## config.mk

```make
export PLATFORM = sky130hd
export DESIGN_NAME = cfr_top
export DESIGN_NICKNAME = d
export VERILOG_FILES = /design/src/inc/cfr_pkg.sv /design/src/cfr_short_timer.sv /design/src/cfr_sync.sv /design/src/cfr_top.sv
export VERILOG_INCLUDE_DIRS = /design/src /design/src/inc
export SDC_FILE = /design/constraint.sdc
export NUM_CORES = 1
export LEC_CHECK = 0
export BUFFER_PORTS_ARGS = -buffer_cell sky130_fd_sc_hd__buf_2
export CAP_MARGIN = 20
export CORE_MARGIN = 2
export CORE_UTILIZATION = 50
export DETAILED_ROUTE_END_ITERATION = 16
export GPL_ROUTABILITY_DRIVEN = 0
export HOLD_SLACK_MARGIN = 0.03
export PLACE_DENSITY = 0.68
export SYNTH_ARGS = -nofsm -noshare
export SYNTH_HDL_FRONTEND = slang
export SYNTH_SLANG_ARGS = --single-unit
export TNS_END_PERCENT = 20
```

## constraint.sdc

```tcl
create_clock -name clk -period 2.3 [get_ports clk]
set_input_delay 0.575 -clock clk [delete_from_list [all_inputs] [get_ports clk]]
set_output_delay 0.575 -clock clk [all_outputs]
set_load 0.01 [all_outputs]
```

## src/inc/cfr_map.svh

```systemverilog
`ifndef CFR_MAP_SVH
`define CFR_MAP_SVH

// Register offsets on the serial port
`define CFR_REG_FAULT     8'h0a
`define CFR_REG_SHORT     8'h0b
`define CFR_REG_THERM     8'h0c

// Fault flag positions
`define CFR_FLT_SHORT     3
`define CFR_FLT_PEAK      2
`define CFR_FLT_WARN      1
`define CFR_FLT_SHUT      0

// Reset values
`define CFR_SHORT_TMO_RST 3'h4
`define CFR_SHORT_VLT_RST 3'h4
`define CFR_THERM_HI_RST  3'h1

// Short threshold in millivolts: base plus step per code
`define CFR_VTHR_BASE_MV  12'd2000
`define CFR_VTHR_STEP_MV  12'd100

// Timing
`define CFR_CLK_HZ        100000000
`define CFR_TICK_S        1

`endif

```

## src/inc/cfr_pkg.sv

```systemverilog
package cfr_pkg;

  typedef enum logic [3:0] {
    ST_IDLE = 4'b0000,
    ST_ADDR = 4'b0001,
    ST_ACKA = 4'b0010,
    ST_PTR  = 4'b0011,
    ST_ACKP = 4'b0100,
    ST_WDAT = 4'b0101,
    ST_ACKW = 4'b0110,
    ST_RDAT = 4'b0111,
    ST_ACKR = 4'b1000
  } cfr_state_t;

  typedef enum logic [1:0] {
    CS_OFF   = 2'b00,
    CS_TENTH = 2'b01,
    CS_HALF  = 2'b10,
    CS_FULL  = 2'b11
  } cfr_scale_t;

  typedef struct packed {
    logic [2:0] timeout;
    logic [2:0] volt;
  } cfr_short_cfg_t;

  typedef struct packed {
    logic       cool_sel;
    logic       low_sel;
    logic       high_sel;
    logic       rntc;
    logic [3:0] beta;
  } cfr_therm_cfg_t;

  typedef struct packed {
    logic lt_0c;
    logic lt_10c;
    logic gt_45c;
    logic gt_60c;
  } cfr_temp_t;

endpackage : cfr_pkg

```

## src/cfr_short_timer.sv

```systemverilog
`timescale 1ns/1ps
`default_nettype none
`include "cfr_map.svh"

module cfr_short_timer #(
  parameter int CYC_PER_SEC = `CFR_CLK_HZ * `CFR_TICK_S
) (
  input  wire logic       clk,
  input  wire logic       rst,
  input  wire logic       below,
  input  wire logic [2:0] sel,
  output var  logic       det_q
);

  logic [31:0] div_q;
  logic [7:0]  sec_q;

  if (CYC_PER_SEC < 2) begin : g_chk
    $error("cfr_short_timer: CYC_PER_SEC must be at least 2");
  end

  function automatic logic [7:0] secs(input logic [2:0] code);
    case (code)
      3'h0:    secs = 8'd1;
      3'h1:    secs = 8'd2;
      3'h2:    secs = 8'd4;
      3'h3:    secs = 8'd10;
      3'h4:    secs = 8'd30;
      3'h5:    secs = 8'd60;
      3'h6:    secs = 8'd120;
      default: secs = 8'd180;
    endcase
  endfunction : secs

  // Any bounce above the threshold restarts the whole wait
  always_ff @(posedge clk) begin
    if (rst || !below) begin
      div_q <= '0;
      sec_q <= '0;
    end else if (div_q == 32'(CYC_PER_SEC - 1)) begin
      div_q <= '0;
      if (sec_q != 8'hff) begin
        sec_q <= sec_q + 8'h1;
      end
    end else begin
      div_q <= div_q + 32'h1;
    end
  end

  always_ff @(posedge clk) begin
    if (rst || !below) begin
      det_q <= 1'b0;
    end else begin
      det_q <= (sec_q >= secs(sel));
    end
  end
endmodule : cfr_short_timer

`default_nettype wire

```

## src/cfr_sync.sv

```systemverilog
`timescale 1ns/1ps
`default_nettype none

module cfr_sync #(
  parameter int WIDTH = 1
) (
  input  wire logic             clk,
  input  wire logic             rst,
  input  wire logic [WIDTH-1:0] din,
  output var  logic [WIDTH-1:0] dout
);

  logic [WIDTH-1:0] meta_q;

  if (WIDTH < 1) begin : g_chk
    $error("cfr_sync: WIDTH must be at least 1");
  end

  always_ff @(posedge clk) begin
    if (rst) begin
      meta_q <= '0;
      dout   <= '0;
    end else begin
      meta_q <= din;
      dout   <= meta_q;
    end
  end

endmodule : cfr_sync

`default_nettype wire

```

## src/cfr_top.sv

```systemverilog
`timescale 1ns/1ps
`default_nettype none
`include "cfr_map.svh"

// Operation
// - Battery short detection sets fault bit 3; reset value 0.
// - Inductor peak current-limit fault sets fault bit 2; reset value 0.
// - Overtemperature early warning sets fault bit 1; reset value 0.
// - Overtemperature sets fault bit 0 and shuts the device down; reset 0.
// - Flags stick until supply power cycles or host reads then writes one.
// - Short timeout bits 7:5 pick 1,2,4,10,30,60,120,180 s; default 30 s.
// - Short voltage bits 2:0 pick 2.0 to 2.7 V; default 2.4 V.
// - Cool range current is about 50% when bit 7 low, 10% when high.
// - Charging stops below 0 C or 10 C chosen by bit 6; default 0 C.
// - Charging stops above 45 C or 60 C chosen by bit 5; default 60 C.
// - Bit 4 picks 10 k or 100/47 k thermistor; factory default.
// - Bits 3:0 map to beta 2350 through 5200; factory default.
module cfr_top
  import cfr_pkg::*;
#(
  parameter logic [6:0] DEV_ADDR     = 7'h2a, // Arbitrary value
  parameter logic       RNTC_FACTORY = 1'b0,
  parameter logic [3:0] BETA_FACTORY = 4'h7,
  parameter int         CYC_PER_SEC  = `CFR_CLK_HZ * `CFR_TICK_S
) (
  input  wire logic            clk,
  input  wire logic            rst,
  input  wire logic            scl,
  input  wire logic            sda_in,
  output var  logic            sda_out,
  output var  logic            sda_oe,
  input  wire logic            input_bus_supply_ok,
  input  wire logic            battery_below_short,
  input  wire logic            inductor_peak_fault,
  input  wire logic            overtemp_warning,
  input  wire logic            overtemp_shutdown,
  input  wire cfr_temp_t       temp,
  output var  cfr_short_cfg_t  short_cfg,
  output var  logic [11:0]     short_thr_mv,
  output var  cfr_therm_cfg_t  therm_cfg,
  output var  logic [12:0]     beta_value,
  output var  logic            device_shutdown,
  output var  logic            charge_stop,
  output var  cfr_scale_t      cur_scale
);

  ////////////////////////////////////////////////////////////////////////////
  logic [10:0]    pins_s;
  logic           scl_s, sda_s, vbus_s, below_s, ipk_s, warn_s, shut_s;
  cfr_temp_t      temp_s;
  logic           scl_d_q, sda_d_q;
  logic           scl_rise, scl_fall, start, stop;
  cfr_state_t     st_q;
  logic [3:0]     cnt_q;
  logic [7:0]     sh_q, out_q, ptr_q, rd_byte;
  logic           rw_q, nack_q, sda_oe_q, sda_out_q;
  logic           wr_en_q, rd_fault_q;
  logic [7:0]     wr_addr_q, wr_data_q;
  logic [3:0]     fault_q, armed_q, fault_set, fault_clr;
  cfr_short_cfg_t short_q;
  cfr_therm_cfg_t therm_q;
  logic           short_det, cool, stop_d;
  logic [11:0]    thr_mv_q;
  logic [12:0]    beta_q;
  logic           stop_q;
  cfr_scale_t     scale_q;

  if (CYC_PER_SEC < 2) begin : g_chk
    $error("cfr_top: CYC_PER_SEC must be at least 2");
  end

  cfr_sync #(
    .WIDTH (11)
  ) u_sync (
    .clk  (clk),
    .rst  (rst),
    .din  ({scl, sda_in, input_bus_supply_ok, battery_below_short,
            inductor_peak_fault, overtemp_warning, overtemp_shutdown, temp}),
    .dout (pins_s)
  );

  assign {scl_s, sda_s, vbus_s, below_s, ipk_s, warn_s, shut_s} = pins_s[10:4];
  assign temp_s = pins_s[3:0];

  cfr_short_timer #(
    .CYC_PER_SEC (CYC_PER_SEC)
  ) u_short (
    .clk   (clk),
    .rst   (rst),
    .below (below_s),
    .sel   (short_q.timeout),
    .det_q (short_det)
  );

  function automatic logic [12:0] beta_of(input logic [3:0] code);
    case (code)
      4'h0:    beta_of = 13'd2350;
      4'h1:    beta_of = 13'd2600;
      4'h2:    beta_of = 13'd2750;
      4'h3:    beta_of = 13'd3000;
      4'h4:    beta_of = 13'd3150;
      4'h5:    beta_of = 13'd3350;
      4'h6:    beta_of = 13'd3500;
      4'h7:    beta_of = 13'd3600;
      4'h8:    beta_of = 13'd3800;
      4'h9:    beta_of = 13'd4000;
      4'ha:    beta_of = 13'd4200;
      4'hb:    beta_of = 13'd4400;
      4'hc:    beta_of = 13'd4600;
      4'hd:    beta_of = 13'd4800;
      4'he:    beta_of = 13'd5000;
      default: beta_of = 13'd5200;
    endcase
  endfunction : beta_of

  ////////////////////////////////////////////////////////////////////////////
  // Serial port: start/stop and clock edges on synchronised pins
  always_ff @(posedge clk) begin
    if (rst) begin
      scl_d_q <= 1'b1;
      sda_d_q <= 1'b1;
    end else begin
      scl_d_q <= scl_s;
      sda_d_q <= sda_s;
    end
  end

  assign scl_rise = scl_s & ~scl_d_q;
  assign scl_fall = ~scl_s & scl_d_q;
  assign start    = scl_s & scl_d_q & sda_d_q & ~sda_s;
  assign stop     = scl_s & scl_d_q & ~sda_d_q & sda_s;

  always_comb begin
    case (ptr_q)
      `CFR_REG_FAULT: rd_byte = {4'h0, fault_q};
      `CFR_REG_SHORT: rd_byte = {short_q.timeout, 2'b00, short_q.volt};
      `CFR_REG_THERM: rd_byte = therm_q;
      default:        rd_byte = 8'h00;
    endcase
  end

  // Pointer auto-increments after each written data byte and as each read data byte is loaded
  always_ff @(posedge clk) begin
    wr_en_q    <= 1'b0;
    rd_fault_q <= 1'b0;
    if (rst) begin
      st_q      <= ST_IDLE;
      cnt_q     <= '0;
      sh_q      <= '0;
      out_q     <= '0;
      ptr_q     <= '0;
      rw_q      <= 1'b0;
      nack_q    <= 1'b1;
      sda_oe_q  <= 1'b0;
      wr_addr_q <= '0;
      wr_data_q <= '0;
    end else if (start) begin
      st_q     <= ST_ADDR;
      cnt_q    <= '0;
      sda_oe_q <= 1'b0;
    end else if (stop) begin
      st_q     <= ST_IDLE;
      sda_oe_q <= 1'b0;
    end else if (scl_rise) begin
      if (st_q == ST_ADDR || st_q == ST_PTR || st_q == ST_WDAT) begin
        sh_q  <= {sh_q[6:0], sda_s};
        cnt_q <= cnt_q + 4'h1;
      end
      if (st_q == ST_ACKR) begin
        nack_q <= sda_s;
      end
    end else if (scl_fall) begin
      case (st_q)
        ST_ADDR: begin
          if (cnt_q == 4'h8) begin
            cnt_q <= '0;
            if (sh_q[7:1] == DEV_ADDR) begin
              st_q     <= ST_ACKA;
              sda_oe_q <= 1'b1;
              rw_q     <= sh_q[0];
            end else begin
              st_q <= ST_IDLE;
            end
          end
        end
        ST_PTR: begin
          if (cnt_q == 4'h8) begin
            cnt_q    <= '0;
            ptr_q    <= sh_q;
            sda_oe_q <= 1'b1;
            st_q     <= ST_ACKP;
          end
        end
        ST_WDAT: begin
          if (cnt_q == 4'h8) begin
            cnt_q     <= '0;
            wr_en_q   <= 1'b1;
            wr_addr_q <= ptr_q;
            wr_data_q <= sh_q;
            ptr_q     <= ptr_q + 8'h1;
            sda_oe_q  <= 1'b1;
            st_q      <= ST_ACKW;
          end
        end
        ST_ACKP, ST_ACKW: begin
          sda_oe_q <= 1'b0;
          st_q     <= ST_WDAT;
        end
        ST_RDAT: begin
          if (cnt_q == 4'h7) begin
            sda_oe_q <= 1'b0;
            st_q     <= ST_ACKR;
          end else begin
            out_q    <= {out_q[6:0], 1'b0};
            sda_oe_q <= ~out_q[6];
            cnt_q    <= cnt_q + 4'h1;
          end
        end
        ST_ACKA, ST_ACKR: begin
          if (st_q == ST_ACKA && !rw_q) begin
            sda_oe_q <= 1'b0;
            st_q     <= ST_PTR;
          end else if (st_q == ST_ACKR && nack_q) begin
            st_q <= ST_IDLE;
          end else begin
            out_q      <= rd_byte;
            sda_oe_q   <= ~rd_byte[7];
            rd_fault_q <= (ptr_q == `CFR_REG_FAULT);
            ptr_q      <= ptr_q + 8'h1;
            cnt_q      <= '0;
            st_q       <= ST_RDAT;
          end
        end
        default: st_q <= ST_IDLE;
      endcase
    end
  end

  // Open drain: only ever pulls low
  always_ff @(posedge clk) begin
    sda_out_q <= 1'b0;
  end

  ////////////////////////////////////////////////////////////////////////////
  // Fault flags
  assign fault_set = {short_det, ipk_s, warn_s, shut_s};
  assign fault_clr = (wr_en_q && wr_addr_q == `CFR_REG_FAULT) ? (wr_data_q[3:0] & armed_q) : 4'h0;

  // Set wins over a clear landing in the same cycle
  always_ff @(posedge clk) begin
    if (rst || !vbus_s) begin
      fault_q <= 4'h0;
    end else begin
      fault_q <= (fault_q & ~fault_clr) | fault_set;
    end
  end

  // Only bits that were high when read may be cleared by the next write
  always_ff @(posedge clk) begin
    if (rst || !vbus_s) begin
      armed_q <= 4'h0;
    end else if (rd_fault_q) begin
      armed_q <= armed_q | fault_q;
    end else if (wr_en_q && wr_addr_q == `CFR_REG_FAULT) begin
      armed_q <= 4'h0;
    end
  end

  ////////////////////////////////////////////////////////////////////////////
  // Configuration registers
  always_ff @(posedge clk) begin
    if (rst) begin
      short_q <= '{timeout: `CFR_SHORT_TMO_RST, volt: `CFR_SHORT_VLT_RST};
    end else if (wr_en_q && wr_addr_q == `CFR_REG_SHORT) begin
      short_q <= '{timeout: wr_data_q[7:5], volt: wr_data_q[2:0]};
    end
  end

  // Beta stays writable; a host overwrite loses the factory trim
  always_ff @(posedge clk) begin
    if (rst) begin
      therm_q <= {`CFR_THERM_HI_RST, RNTC_FACTORY, BETA_FACTORY};
    end else if (wr_en_q && wr_addr_q == `CFR_REG_THERM) begin
      therm_q <= wr_data_q;
    end
  end

  always_ff @(posedge clk) begin
    if (rst) begin
      thr_mv_q <= '0;
      beta_q   <= '0;
    end else begin
      thr_mv_q <= `CFR_VTHR_BASE_MV + `CFR_VTHR_STEP_MV * 12'(short_q.volt);
      beta_q   <= beta_of(therm_q.beta);
    end
  end

  ////////////////////////////////////////////////////////////////////////////
  // Charge limits from thermistor zones and shutdown
  assign cool   = temp_s.lt_10c & ~temp_s.lt_0c;
  assign stop_d = (therm_q.low_sel ? temp_s.lt_10c : temp_s.lt_0c)
                | (therm_q.high_sel ? temp_s.gt_60c : temp_s.gt_45c)
                | fault_q[`CFR_FLT_SHUT];

  always_ff @(posedge clk) begin
    if (rst) begin
      stop_q  <= 1'b1;
      scale_q <= CS_OFF;
    end else begin
      stop_q  <= stop_d;
      scale_q <= stop_d ? CS_OFF : !cool ? CS_FULL
               : therm_q.cool_sel ? CS_TENTH : CS_HALF;
    end
  end

  assign sda_out         = sda_out_q;
  assign sda_oe          = sda_oe_q;
  assign short_cfg       = short_q;
  assign short_thr_mv    = thr_mv_q;
  assign therm_cfg       = therm_q;
  assign beta_value      = beta_q;
  assign device_shutdown = fault_q[`CFR_FLT_SHUT];
  assign charge_stop     = stop_q;
  assign cur_scale       = scale_q;
endmodule : cfr_top

`default_nettype wire
```

==> impl_metrics.toml <==
[global_route]
track_usage_pct = 21.1
grt_pass1_wl_um = 27300
antenna_found_initial = 0
gr-total-overflow = 0
grt_pass1_vias = 5450
grt_max_degree = 36

[synthesis]
synth_cells = 850
synth_warnings = 0
synth_ff_type = "dfxtp_1"
async_reset_ff_share_pct = 0
synth_area_per_cell_um2 = 8.80
synth_seq_cells = 164
ys_types = 66
synth_area_mm2 = 0.00748
synth_edf_count = 0
yosysSeqAreaShare_pct = 43.9

[floorplan]
start_util_pct = 51.3
die_x_um = 126
die_area_mm2 = 0.0159
die_y_um = 126
io_pins = 58
rows = 44
core_area_mm2 = 0.0146

[layout]
areaGrowthSynthToFinish_pct = 14.6
stdcell_count = 1106
finalNetCount = 956
post-route-util_pct = 58.7
final_common_cell = "dfxtp_1"
mostFrequentLayoutCells = "dfxtp_1 (164), nor2_1 (118), nand2_1 (80), a21oi_1 (58), buf_2 (53)"
drive_above_1_share_pct = 14.3
num_antenna_cells = 0

[clock_tree]
clockBufferDepth = 2
cts_root_buf = "clkbuf_16"
cts_tree = "done"
clkTransAtPathRegs_ns = 0.06
ctsResizeCount = 0
hold_buffers = 0
cts_made_buffers = 17
clock_sinks = 164
cts_setup_buffers = 0
htree_levels = 4
clock_latency_ns = 0.42

[critical_path]
cp-end-kind = "flop"
cp-start-kind = "flop"
critPathArrivalTime_ns = 2.42
required_ns = 2.60
path_max_fanout = 7
worstSetupPathType = "reg -> reg"

[pwr]
seqPwrFrac_pct = 48.1
p_int_mw = 4.68
p_comb_share_pct = 6.4
powerDensity_mw_per_mm2 = 711
cellLeakagePower_nw = 3.43
ir_worst_vdd_mv = 0.501
p_sw_mw = 1.41
swShare_pct = 23.1
clkPwrFrac_pct = 45.4

[placed_design]
dp_hpwl_um = 11700
dpl.cell_count = 1074
port_buffers = 53

[sta]
setup-tns-final_ns = 0
max_freq_mhz = 472
worst_slew_pin_slew_ns = 0.642
post-route-period-util_pct = 92.1
holdWs_ns = 0.358
relSlewSlack_pct = 56.8
finClkSkew_ns = 0.00619
hold_viol_final = 0
rsz0062_at_grt = "no"
final-max-slew-violation-count = 0
finalSetupViolations = 0
period_needed_ns = 2.12

[route]
vias = 5980
drt_iter0_markers = 356
antenna_left = 0
routed_wl_um = 16500
route.detailed.drc = 0
viasPerCell = 5.41
firstDrtPassIters = 4
wl_per_cell_um = 14.9

[job]
cap_violations = 0

[min_path]
min-delay-path-class = "in -> reg"

[run_status]
run_status = "complete, no violations"
[critical path, cell delays in order (launching register included)]
cell	delay [ns]
dfxtp_1	0.35
ha_1	0.23
and4_1	0.37
nand4_2	0.15
nor4_4	0.50
nand2_1	0.13
xor2_1	0.19
nor2_1	0.07
[stage by stage]
stage / instance area, um^2 / total power [mW] / worst slack, ns
after floorplan: 7490 / 3.28 / 0.416
after global placement: 7990 / 3.38 / 0.252
after detailed placement: 7990 / 3.38 / 0.211
after CTS: 8570 / 6.13 / 0.184
after global routing: 8570 / 6.31 / 0.0235
final: 8570 / 6.09 / 0.181
[final timing paths]
path / startpoint / end / slack [ns] / depth (start not counted)
worst min register to register: u_sync.meta_q[10] / u_sync.dout[10] / 0.43 / 1
worst max-delay path: u_short.div_q[0] / u_short.sec_q[3] / 0.18 / 7
worst min-delay path: temp[3] / u_sync.meta_q[3] / 0.36 / 2
worst max register to register: u_short.div_q[0] / u_short.sec_q[3] / 0.18 / 7
[power groups by stage]
stage          Clock (mW)  Combinational, mW  Sequential (mW)
2_1_floorplan           0              0.299             2.98
3_3_place_gp            0              0.386             2.99
3_5_place_dp            0              0.386             2.99
4_1_cts              2.81              0.390             2.93
5_1_grt              2.93              0.438             2.94
6_report             2.77              0.391             2.93
[area by class of cell]
class	count	area, um^2
repair buffers	84	510
inverters	26	97.6
fillers	1293	6020
well taps	184	230
flip-flops and latches	164	3280
clock inverters	11	128
clock buffers	21	450
multi-input cells	616	3870
[synth_stat cells (all sizes together), types with 12 or more instances]
master,instances,share of area (%)
inv,26,1.3
nor2b,34,2.8
nand3,27,1.8
clkbuf,23,1.2
o21ai,20,1.3
nand2,81,4.2
nor2,118,5.9
nor3,15,1.0
xnor2,13,1.5
buf,24,2.1
a211oi,21,2.1
and3,12,1.0
mux2i,29,3.9
dfxtp,164,44
ha,34,5.7
xor2,31,3.6
nand4,14,1.3
a21oi,60,4.1
[metal layers]
metal / vias up / part of all wire, % / GRT usage, %
met2: 160 / 44 / 32.0
li1: 3048 / - / -
met1: 2751 / 48 / 29.6
met5: - / 0 / 0
met4: 0 / 1.7 / 7.43
met3: 21 / 5.7 / 4.80
[flip-flops by register name (all words and copies together) (netlist names), 6 cells and up]
register,flops
u_short.sec_q,8
u_short.div_q,32
sh_q,8
short_thr_mv,10
wr_addr_q,8
short_cfg,6
u_sync.meta_q,11
beta_value,12
u_sync.dout,11
wr_data_q,8
ptr_q,8
out_q,7
therm_cfg,8
[logic make-up after synthesis]
kind of cell / count (synthesis) / synth area share [%]
AO/OA/AOI/OAI: 142 / 12.0
XOR/XNOR: 44 / 5.15
adder cells (fa/ha/maj): 34 / 5.69
buffers and inverters: 73 / 4.57
flip-flops: 164 / 43.9
multiplexers: 32 / 4.33
other: 1 / 0.0502
AND/OR/NAND/NOR: 360 / 24.3
Power figures use the tool's default switching activity.
